<file path="src/hdl/adr_consts.svh">
// Purpose: Offsets, fields, resets and timing figures of the decay/filter/bypass bank
// Assumes: Byte-wide registers on the codec's internal register port
// Notes:   Header holds definitions only
`ifndef ADR_CONSTS_SVH
`define ADR_CONSTS_SVH

// ----------------------------------------
// Register offsets
// ----------------------------------------
`define ADR_OFS_DECAY 7'h6a
`define ADR_OFS_FILT 7'h6b
`define ADR_OFS_BYP 7'h6c

// ----------------------------------------
// Reset values
// ----------------------------------------
`define ADR_RST_DECAY 8'h00
`define ADR_RST_FILT 8'h00
`define ADR_RST_BYP 8'h00

// ----------------------------------------
// Writable masks (reserved bits kept zero)
// ----------------------------------------
`define ADR_WMASK_DECAY 8'hfc
`define ADR_WMASK_FILT 8'hcc
`define ADR_WMASK_BYP 8'h5f

// ----------------------------------------
// Field positions
// ----------------------------------------
`define ADR_DEC_SEL 7
`define ADR_DEC_BASE_HI 6
`define ADR_DEC_BASE_LO 5
`define ADR_DEC_MUL_HI 4
`define ADR_DEC_MUL_LO 2
`define ADR_FLT_LHPF 7
`define ADR_FLT_RHPF 6
`define ADR_FLT_PRGF 3
`define ADR_FLT_DETDIS 2
`define ADR_FLT_ERR 0
`define ADR_BYP_R2P 6
`define ADR_BYP_R1P 4
`define ADR_BYP_L2M 3
`define ADR_BYP_L2P 2
`define ADR_BYP_L1M 1
`define ADR_BYP_L1P 0

// ----------------------------------------
// Decay times in ms
// ----------------------------------------
`define ADR_BASE_MS0 24'd50
`define ADR_BASE_MS1 24'd150
`define ADR_BASE_MS2 24'd250
`define ADR_BASE_MS3 24'd350
// Caps in ms, indexed by ratio code (half steps: code 0 = 1, code 10 = 6)
`define ADR_CAP_MS0 24'd4000
`define ADR_CAP_MS1 24'd5600
`define ADR_CAP_MS2 24'd8000
`define ADR_CAP_MS3 24'd9600
`define ADR_CAP_MS4 24'd11200
`define ADR_CAP_MS6 24'd16000
`define ADR_CAP_MS8 24'd19200
`define ADR_CAP_MS9 24'd22400

`endif

</file>
<file path="src/hdl/adr_pkg.sv">
// Purpose: Types shared by the decay/filter/bypass bank
// Assumes: Constants live in adr_consts.svh
// Notes:   Types only
package adr_pkg;
  typedef logic [7:0] adr_byte_t;
  typedef logic [23:0] adr_ms_t;
  typedef enum logic [1:0] {ADR_SRC_LEGACY, ADR_SRC_LOCAL} adr_src_t;
endpackage

</file>
<file path="src/hdl/adr_regs.sv">
// Purpose: Right AGC decay override, ADC filter path / bus check, analog bypass registers
// Assumes: Byte register port from the control-bus slave, one access per strobe
// Notes:   Read data registered, one cycle after the read strobe
`timescale 1ns/1ps
`include "adr_consts.svh"
module adr_regs
  import adr_pkg::*;
(
  // Clock and reset
  input wire logic i_clk,
  input wire logic i_rstn,
  // Register port
  input wire logic [6:0] i_addr,
  input wire logic i_wr,
  input wire logic i_rd,
  input wire logic [7:0] i_wdata,
  output logic [7:0] o_rdata,
  output logic o_rvalid,
  // Codec core status
  input wire logic [3:0] i_adc_rate_divider_ratio,
  input wire logic [23:0] i_legacy_decay_ms,
  input wire logic i_agc_update,
  input wire logic i_dac_left_down,
  input wire logic i_dac_right_down,
  input wire logic i_bus_err_evt,
  // AGC, filter and bus recovery controls
  output logic [23:0] o_right_decay_ms,
  output logic o_left_hpf_prog,
  output logic o_right_hpf_prog,
  output logic o_prog_filt_on_adc,
  output logic o_bus_recover,
  // Bypass switches
  output logic o_second_right_pos_input_to_right_line_out_pos,
  output logic o_first_right_pos_input_to_right_line_out_pos,
  output logic o_second_left_neg_input_to_left_line_out_neg,
  output logic o_second_left_pos_input_to_left_line_out_pos,
  output logic o_first_left_neg_input_to_left_line_out_neg,
  output logic o_first_left_pos_input_to_left_line_out_pos
);

  // ----------------------------------------
  // Storage
  // ----------------------------------------
  adr_byte_t right_agc_decay_override_r;
  adr_byte_t adc_filter_path_bus_check_r;
  adr_byte_t analog_bypass_switch_select_r;
  logic [23:0] calc_ms;
  logic bus_err;
  logic recover;

  // Address decode
  wire hit_decay = (i_addr == `ADR_OFS_DECAY);
  wire hit_filt = (i_addr == `ADR_OFS_FILT);
  wire hit_byp = (i_addr == `ADR_OFS_BYP);

  // Reserved bits are masked off, so a careless host still reads them as zero
  wire adr_byte_t decay_nxt = i_wdata & `ADR_WMASK_DECAY;
  wire adr_byte_t filt_nxt = i_wdata & `ADR_WMASK_FILT;
  wire adr_byte_t byp_nxt = i_wdata & `ADR_WMASK_BYP;

  // Control registers
  always_ff @(posedge i_clk) begin
    if (!i_rstn) begin
      right_agc_decay_override_r <= `ADR_RST_DECAY;
      adc_filter_path_bus_check_r <= `ADR_RST_FILT;
      analog_bypass_switch_select_r <= `ADR_RST_BYP;
    end else if (i_wr) begin
      if (hit_decay) begin
        right_agc_decay_override_r <= decay_nxt;
      end
      if (hit_filt) begin
        adc_filter_path_bus_check_r <= filt_nxt;
      end
      if (hit_byp) begin
        analog_bypass_switch_select_r <= byp_nxt;
      end
    end
  end

  // ----------------------------------------
  // Decay and bus-error submodules
  // ----------------------------------------
  adr_decay_calc u_calc (
    .i_clk(i_clk),
    .i_rstn(i_rstn),
    .i_decay_reg(right_agc_decay_override_r),
    .i_ratio_code(i_adc_rate_divider_ratio),
    .i_legacy_ms(i_legacy_decay_ms),
    .o_decay_ms(calc_ms)
  );

  adr_bus_err u_err (
    .i_clk(i_clk),
    .i_rstn(i_rstn),
    .i_det_dis(adc_filter_path_bus_check_r[`ADR_FLT_DETDIS]),
    .i_err_evt(i_bus_err_evt),
    .i_rd_clr(i_rd & hit_filt),
    .o_err(bus_err),
    .o_recover(recover)
  );

  // Read mux; status bit merged into the filter register view
  wire adr_byte_t filt_view = {adc_filter_path_bus_check_r[7:1], bus_err};
  wire adr_byte_t rd_mux = hit_decay ? right_agc_decay_override_r :
                           hit_filt ? filt_view :
                           hit_byp ? analog_bypass_switch_select_r : 8'h00;

  // Programmable filter needs both DACs idle since it borrows their engine
  wire both_dac_down = i_dac_left_down & i_dac_right_down;
  wire prog_on_nxt = adc_filter_path_bus_check_r[`ADR_FLT_PRGF] & both_dac_down;

  // ----------------------------------------
  // Output registers
  // ----------------------------------------
  always_ff @(posedge i_clk) begin
    if (!i_rstn) begin
      o_rdata <= 8'h00;
      o_rvalid <= 1'b0;
      o_right_decay_ms <= 24'h000000;
      o_left_hpf_prog <= 1'b0;
      o_right_hpf_prog <= 1'b0;
      o_prog_filt_on_adc <= 1'b0;
      o_bus_recover <= 1'b0;
    end else begin
      o_rdata <= i_rd ? rd_mux : o_rdata;
      o_rvalid <= i_rd;
      if (i_agc_update) begin
        o_right_decay_ms <= calc_ms;
      end
      o_left_hpf_prog <= adc_filter_path_bus_check_r[`ADR_FLT_LHPF];
      o_right_hpf_prog <= adc_filter_path_bus_check_r[`ADR_FLT_RHPF];
      o_prog_filt_on_adc <= prog_on_nxt;
      o_bus_recover <= recover;
    end
  end

  // Bypass switch drives; no interlock, shorting is left to the host
  always_ff @(posedge i_clk) begin
    if (!i_rstn) begin
      o_second_right_pos_input_to_right_line_out_pos <= 1'b0;
      o_first_right_pos_input_to_right_line_out_pos <= 1'b0;
      o_second_left_neg_input_to_left_line_out_neg <= 1'b0;
      o_second_left_pos_input_to_left_line_out_pos <= 1'b0;
      o_first_left_neg_input_to_left_line_out_neg <= 1'b0;
      o_first_left_pos_input_to_left_line_out_pos <= 1'b0;
    end else begin
      o_second_right_pos_input_to_right_line_out_pos <=
        analog_bypass_switch_select_r[`ADR_BYP_R2P];
      o_first_right_pos_input_to_right_line_out_pos <=
        analog_bypass_switch_select_r[`ADR_BYP_R1P];
      o_second_left_neg_input_to_left_line_out_neg <=
        analog_bypass_switch_select_r[`ADR_BYP_L2M];
      o_second_left_pos_input_to_left_line_out_pos <=
        analog_bypass_switch_select_r[`ADR_BYP_L2P];
      o_first_left_neg_input_to_left_line_out_neg <=
        analog_bypass_switch_select_r[`ADR_BYP_L1M];
      o_first_left_pos_input_to_left_line_out_pos <=
        analog_bypass_switch_select_r[`ADR_BYP_L1P];
    end
  end

endmodule

</file>
<file path="src/hdl/adr_decay_calc.sv">
// Purpose: Effective right AGC decay time from the override register
// Assumes: Ratio code in half steps, 0 meaning ratio 1
// Notes:   Registered result, valid one cycle after any input change
`timescale 1ns/1ps
`include "adr_consts.svh"
module adr_decay_calc
  import adr_pkg::*;
(
  // Clock and reset
  input wire logic i_clk,
  input wire logic i_rstn,
  // Settings
  input wire logic [7:0] i_decay_reg,
  input wire logic [3:0] i_ratio_code,
  input wire logic [23:0] i_legacy_ms,
  // Result
  output logic [23:0] o_decay_ms
);

  // ----------------------------------------
  // Lookups
  // ----------------------------------------
  function automatic adr_ms_t base_ms(input logic [1:0] c);
    case (c)
      2'h0: base_ms = `ADR_BASE_MS0;
      2'h1: base_ms = `ADR_BASE_MS1;
      2'h2: base_ms = `ADR_BASE_MS2;
      default: base_ms = `ADR_BASE_MS3;
    endcase
  endfunction

  function automatic adr_ms_t cap_ms(input logic [3:0] r);
    case (r)
      4'h0: cap_ms = `ADR_CAP_MS0;
      4'h1: cap_ms = `ADR_CAP_MS1;
      4'h2: cap_ms = `ADR_CAP_MS2;
      4'h3: cap_ms = `ADR_CAP_MS3;
      4'h4, 4'h5: cap_ms = `ADR_CAP_MS4;
      4'h6, 4'h7: cap_ms = `ADR_CAP_MS6;
      4'h8: cap_ms = `ADR_CAP_MS8;
      default: cap_ms = `ADR_CAP_MS9; // Ratio 5.5 or 6, and beyond
    endcase
  endfunction

  // Baseline times 2^code; 350 ms x 128 fits in 24 bits
  wire adr_ms_t raw_ms = base_ms(i_decay_reg[`ADR_DEC_BASE_HI:`ADR_DEC_BASE_LO])
                         << i_decay_reg[`ADR_DEC_MUL_HI:`ADR_DEC_MUL_LO];
  wire adr_ms_t lim_ms = cap_ms(i_ratio_code);
  wire adr_ms_t own_ms = (raw_ms > lim_ms) ? lim_ms : raw_ms;
  wire adr_src_t src = i_decay_reg[`ADR_DEC_SEL] ? ADR_SRC_LOCAL : ADR_SRC_LEGACY;
  // Legacy time is capped too, since the limit belongs to the AGC itself
  wire adr_ms_t leg_ms = (i_legacy_ms > lim_ms) ? lim_ms : i_legacy_ms;
  wire adr_ms_t sel_ms = (src == ADR_SRC_LOCAL) ? own_ms : leg_ms;

  // Result register
  always_ff @(posedge i_clk) begin
    if (!i_rstn) begin
      o_decay_ms <= 24'h000000;
    end else begin
      o_decay_ms <= sel_ms;
    end
  end

endmodule

</file>
<file path="src/hdl/adr_bus_err.sv">
// Purpose: Sticky control-bus error flag with read clear
// Assumes: Error pulse from the bus front end, one cycle wide
// Notes:   A new error wins over a same-cycle clearing read
`timescale 1ns/1ps
`include "adr_consts.svh"
module adr_bus_err (
  // Clock and reset
  input wire logic i_clk,
  input wire logic i_rstn,
  // Control
  input wire logic i_det_dis,
  input wire logic i_err_evt,
  input wire logic i_rd_clr,
  // Status
  output logic o_err,
  output logic o_recover
);

  // Detect only while enabled
  wire evt = i_err_evt & ~i_det_dis;
  wire err_nxt = evt | (o_err & ~i_rd_clr);

  // Flag and one-cycle recovery strobe to the bus front end
  always_ff @(posedge i_clk) begin
    if (!i_rstn) begin
      o_err <= 1'b0;
      o_recover <= 1'b0;
    end else begin
      o_err <= err_nxt;
      o_recover <= evt;
    end
  end

endmodule

</file>
<file path="config.mk">
export PLATFORM = sky130hd
export DESIGN_NAME = adr_regs
export DESIGN_NICKNAME = d
export VERILOG_FILES = /design/src/hdl/adr_pkg.sv /design/src/hdl/adr_regs.sv /design/src/hdl/adr_decay_calc.sv /design/src/hdl/adr_bus_err.sv
export VERILOG_INCLUDE_DIRS = /design/src /design/src/hdl
export SDC_FILE = /design/constraint.sdc
export NUM_CORES = 1
export LEC_CHECK = 0
export BUFFER_PORTS_ARGS = -buffer_cell sky130_fd_sc_hd__buf_2
export CAP_MARGIN = 20
export CORE_ASPECT_RATIO = 0.7
export CORE_MARGIN = 2
export CORE_UTILIZATION = 50
export DETAILED_ROUTE_END_ITERATION = 12
export PLACE_DENSITY = 0.75
export RECOVER_POWER = 25
export SKIP_LAST_GASP = 1
export SLEW_MARGIN = 20
export SYNTH_ARGS = -nofsm -noshare
export SYNTH_HDL_FRONTEND = slang
export SYNTH_SLANG_ARGS = --single-unit
</file>
<file path="constraint.sdc">
create_clock -name i_clk -period 4.19 [get_ports i_clk]
set_input_delay 0.838 -clock i_clk [delete_from_list [all_inputs] [get_ports i_clk]]
set_output_delay 0.838 -clock i_clk [all_outputs]
set_load 0.03 [all_outputs]
</file>
# --- Yosys cells after proc, flatten, opt, wreduce, memory -nomap -nowiden ---
# Memory sizes are Yosys's and may differ from the RTL's.
# Index checks and enable logic that the tools add are counted.
classes:
  n_lt_le_gt_ge: 2
  n_eq_ne: 6
  n_shift: 1
  mux: 8
  bitwise_logic: 8
  reduce_logical: 4
op_table:
  columns: ["cell", "count"]
  rows:
  - ["two-way mux 24 bit", 3]
  - ["> comparator 24 bit", 2]
  - ["one-hot mux 9 bit (3 select lines)", 1]
  - ["<< shifter 9 x 3 -> 24 bit", 1]
  - ["== test 7 bit (second input constant)", 3]
  - ["two-way mux 8 bit", 2]
  - ["two-way mux 7 bit", 1]
  - ["AND reduction 2 bit", 3]
  - ["AND 1 bit", 5]
  - ["== test 2 x 1 -> 1 bit (second input constant)", 2]
  - ["== test 2 bit (second input constant)", 1]
  - ["logical NOT 2 bit", 1]
  - ["NOT 1 bit", 2]
  - ["two-way mux 1 bit", 1]
  - ["OR 1 bit", 1]
word_totals:
  reg_bits: 85
  rom_bits: 160
  in_bits: 51
  output_inout_bits: 43
  wordCells: 49
  mem_count: 1
mem_list:
  columns: ["name", "depth", "width", "rd", "rd_ports_with_merged_regs", "write_ports", "line", "rtl"]
  rows:
  - ["(no name shown)", 16, 10, 1, 0, 0, "adr_decay_calc.sv:33", "case (r)"]

# --- Longest topological paths before layout ---
depth:
  ltp_word: 6
  depth_mapped: 15
  mapped_depth_nobuf: 14

# --- Modules after synthesis ---
# From an unflattened synthesis, not the netlist that was laid out.
hier_totals:
  cells_unflattened: 464
  area_unflattened_um2: 4483.0
by_module_without_submodules:
  columns: ["mod", "instances", "cells_per_inst", "area_per_inst_um2", "seq_area_each_um2"]
  rows:
  - ["adr_regs", 1, 211, 2332.2, 1181.1]
  - ["adr_decay_calc", 1, 246, 2082.0, 480.5]
  - ["adr_bus_err", 1, 7, 68.8, 40.0]

# --- Worst setup path after synthesis ---
# OpenSTA, ideal clock, no wires.
synth_timing:
  kind: "input to register"
  from: "input i_adc_rate_divider_ratio[0]"
  to: "register u_calc.o_decay_ms[9]"
  setup_ps: 125
  t_arrival_ps: 3255
  t_required_ps: 4065
  setup_slack_ps: 810
  cell_stages: 12
  n_path_buf: 1
  path_cell_list: "inv_1 -> ha_1 -> o21a_1 -> o21ai_0 -> ha_1 -> nand4b_1 -> or4_1 -> buf_6 -> nor2_8 -> nor2_2 -> a32o_1 -> o41a_1"
synth_between:
  elab_chain_len: 4
  word_cells_on_any_way: 6
  cone_classes: "order compare (2); mux (3); memory (1)"
synth_lines:
  columns: ["item", "line", "rtl"]
  rows:
  - ["start: declaration", "adr_regs.sv:20", "input wire logic [3:0] i_adc_rate_divider_ratio,"]
  - ["memory (16 x 10 bit) (*)", null, null]
  - ["> comparator 24 bit, on equally long branches", "adr_decay_calc.sv:52, adr_decay_calc.sv:49", null]
  - ["two-way mux 24 bit, on equally long branches", "adr_decay_calc.sv:52, adr_decay_calc.sv:49", null]
  - ["two-way mux 24 bit (*)", "adr_decay_calc.sv:53", "wire adr_ms_t sel_ms = (src == ADR_SRC_LOCAL) ? own_ms : leg_ms;"]
  - ["end signal: assignment", "adr_decay_calc.sv:60", "o_decay_ms <= sel_ms;"]
  - ["end: declaration", "adr_decay_calc.sv:17", "output logic [23:0] o_decay_ms"]
# Mark *: on every way between the ends. The rest lies on a longest branch, timed or not.
# A chain may end at the register's enable or synchronous reset.

# --- Worst setup path after layout ---
layout_timing:
  from: "register right_agc_decay_override_r[5]"
  to: "register u_calc.o_decay_ms[1]"
layout_between:
  elab_chain_len: 6
  word_cells_on_any_way: 8
  cone_classes: "order compare (1); eq/ne (2); shift (1); mux (3); reduce/logical (1)"
layout_lines:
  columns: ["item", "line", "rtl"]
  rows:
  - ["start: declaration", "adr_regs.sv:44", "adr_byte_t right_agc_decay_override_r;"]
  - ["start signal: assignment", "adr_regs.sv:64", "right_agc_decay_override_r <= `ADR_RST_DECAY;"]
  - ["start signal: assignment", "adr_regs.sv:69", "right_agc_decay_override_r <= decay_nxt;"]
  - ["== test 2 bit (tied with other cells)", "adr_decay_calc.sv:24", "case (c)"]
  - ["one-hot mux 9 bit (3 select lines) (*)", "adr_decay_calc.sv:24", null]
  - ["<< shifter 9 x 3 -> 24 bit (*)", "adr_decay_calc.sv:46", "wire adr_ms_t raw_ms = base_ms(i_decay_reg[`ADR_DEC_BASE_HI:`ADR_DEC_BASE_LO])"]
  - ["> comparator 24 bit", "adr_decay_calc.sv:49", "wire adr_ms_t own_ms = (raw_ms > lim_ms) ? lim_ms : raw_ms;"]
  - ["two-way mux 24 bit (*)", "adr_decay_calc.sv:49", null]
  - ["two-way mux 24 bit (*)", "adr_decay_calc.sv:53", null]
# Marked as above.

==> run metrics <==
leak pwr 2.29 nW; Primary FF master, synth dfxtp_1; Tot GR Track Use 23.0%; gr busiest metal met2; CP cell instances inv_1 > ha_1 > nor2_1 > a21oi_1 > a22oi_1 > o21ai_0 > ha_1 > nand4_1 > nor4_1 > nor2_1 > buf_4 > nor3_1 > a22o_1; CP max stage cell nor4_1; critical path's largest stage delay 0.53 ns; Synth Cell Area 0.00427 mm^2; DRT iter0 DRCs 275; Distinct cells, synth 63; number of enable flip-flop cells after synthesis 0; Initial Util 50.9%; synth top area cells dfxtp_1, mux2i_1, ha_1; largest family of logic cells by synthesized area simple AND/OR/NAND/NOR gates; Crit Path Class flop to flop; vias in the first global route 3324; VDD IR max 256 uV; dpl hpwl 8.14 mm; ANT nets after route 0; chip width 114 um; first-pass GRT wire length 16.6 mm; Power Total 1.81 mW; WP data required 4.47 ns; minimum clock period 3.77 ns; Synth area leader dfxtp_1; CTS tree yes; antenna cells 0; I/O pin total 94; setup TNS 0 ns; RSZ-0062 raised after global routing no; clk sinks 85; max cap viols 1; Die Height 81.3 um; row count 28; grt total ovfl 0; input/output buffers 93; clk_skew 0.00564 ns; commonest non-fill, non-tap cell in the layout dfxtp_1; # DRC 0; post-CTS setup buffer count 0; area of the core 0.00837 mm^2; Setup crit end kind flop; DP Area 0.00483 mm^2; Hold Crit Class flop to flop; compound-gate portion of the synthesized area 16.0%; failing checks max-capacitance violations, max-slew violations; power per cell area 354 mW/mm^2; buffer and inverter count on the worst path 2; adder-cell share of the synthesized area 8.21%; DRT Wirelength 10.8 mm; Root Buffer clkbuf_16; htree depth 3; Max Fanout on Critical Path 10; Tcrit/Tclk final 89.9%; area of the die 0.00930 mm^2; nets@finish 636; Seq/Total Area, Yosys 39.9%; CTS resizes 0; share of cells above drive strength 1 20.5%; clock buffer count from CTS 9; post-route cell area 0.00511 mm^2; CP arrival 4.04 ns; Clock transition at path regs 0.06 ns; First-pass DRT Iterations 4; final hold vios 0; GRT met3 Usage 6.27%; Yosys reg bits 85; mux contribution to synthesized area 13.1%; Routed WL per cell 16.1 um; pin count of the biggest net entering global routing 51; Syn. warnings 0; most frequent cells in the layout dfxtp_1, buf_2, nor2_1; CP top delay family simple AND/OR/NAND/NOR gates; Mapped Avg Cell Area 9.15 um^2; clk_lat worst skew 0.33 ns; status finished, violations left; buffer depth of the longest clock path 2; M1 GR Usage 32.2%; Post-Syn Instances 466; Fmax 266 MHz; Layout Area Growth over Synthesis 19.8%; final setup violation count 0; met2 usage 35.1%; via/cell ratio 5.66; gpl congestion 0.956; slew of the pin with the lowest slew margin 1.55 ns; xor and xnor area share after synthesis 0%; Post-synth ARST share 0%; crit path launch type flop; post-synth top area share 39.9%; Vias 3769; max-slew violations 51; cts hold-fix bufs 0; antenna violations before repair 0; worst rel slew slack -3.32%; Post-Synth Simple-Gate Area 18.8%
==> worst reg2reg max path, delay by kind of cell, from the launching register on <==
family / cells / cell delay [ns]
flip-flops: 1 / 0.50
AND/OR/NAND/NOR: 5 / 1.41
AO/OA/AOI/OAI: 4 / 0.83
buffers and inverters: 2 / 0.35
adder cells (fa/ha/maj): 2 / 0.61
==> layer usage <==
metal  wire length, um  share of wire (%)
met5                 0                  0
met4               178                1.7
met3               780                7.3
met2              4780                 44
met1              5010                 47
==> logic make-up (layout without fill, tap and decap cells) <==
family                   Yosys count  in the layout
AND/OR/NAND/NOR                  158            158
AO/OA/AOI/OAI                     97             97
flip-flops                        85             85
multiplexers                      54             54
buffers and inverters             43            130
adder cells (fa/ha/maj)           28             28
other                              1              9
==> cell usage after synthesis, drive strengths merged, types with 2 or more instances <==
cell      n
a211o     2
a211oi    7
a21o      2
a21oi    24
a22o      3
a22oi     6
a311o     2
a31oi     3
a32oi     2
and2     14
and3      3
and4      2
buf       3
clkbuf   24
dfxtp    85
ha       28
inv      16
mux2      3
mux2i    50
nand2    26
nand2b    7
nand3    13
nand3b    2
nand4     4
nand4b    2
nor2     61
nor2b     3
nor3      5
nor3b     3
nor4      4
nor4b     2
o211ai    3
o21a      4
o21ai    14
o21bai    2
o22ai     6
o2bb2ai   3
o31a      2
o32ai     3
or3       2
or4       3
==> final cells by class <==
class                   instances  area, um^2
clock inverters                 6        71.3
inverters                      16        60.1
flip-flops and latches         85        1700
fillers                       725        3260
clock buffers                   9         225
repair buffers                 99         489
multi-input cells             346        2430
well taps                     105         131
==> worst paths after layout <==
path / start / endpoint / slack (ns) / depth (start not counted)
worst min-delay path: u_err.o_recover / o_bus_recover / 0.43 / 1
worst max-delay path: right_agc_decay_override_r[5] / u_calc.o_decay_ms[1] / 0.42 / 13
worst min register to register: u_err.o_recover / o_bus_recover / 0.43 / 1
worst max register to register: right_agc_decay_override_r[5] / u_calc.o_decay_ms[1] / 0.42 / 13
==> sequential cells by signal, summed over array words and instances (netlist names), 4 cells and up <==
register,flops
u_calc.o_decay_ms,24
analog_bypass_switch_select_r,6
adc_filter_path_bus_check_r,4
o_rdata,8
o_right_decay_ms,24
right_agc_decay_override_r,6
==> power breakdown <==
part           internal (mW)  switching, mW
logic                 0.0695          0.119
clock network          0.463          0.313
registers              0.834         0.0109
total                   1.37          0.443
==> through the flow <==
| step | hold WS [ns] | instances | util [%] | setup slack, ns |
|---|---|---|---|---|
| final | 0.433 | 666 | 61.0 | 0.424 |
| after global routing | 0.448 | 666 | 61.0 | 0.106 |
| after CTS | 0.436 | 666 | 61.3 | 0.530 |
| after detailed placement | 0.422 | 651 | 57.7 | 0.321 |
| after global placement | 0.428 | 651 | 57.7 | 0.459 |
| after floorplan | 0.412 | 474 | - | 0.810 |
(Power assumes the default switching activity.)
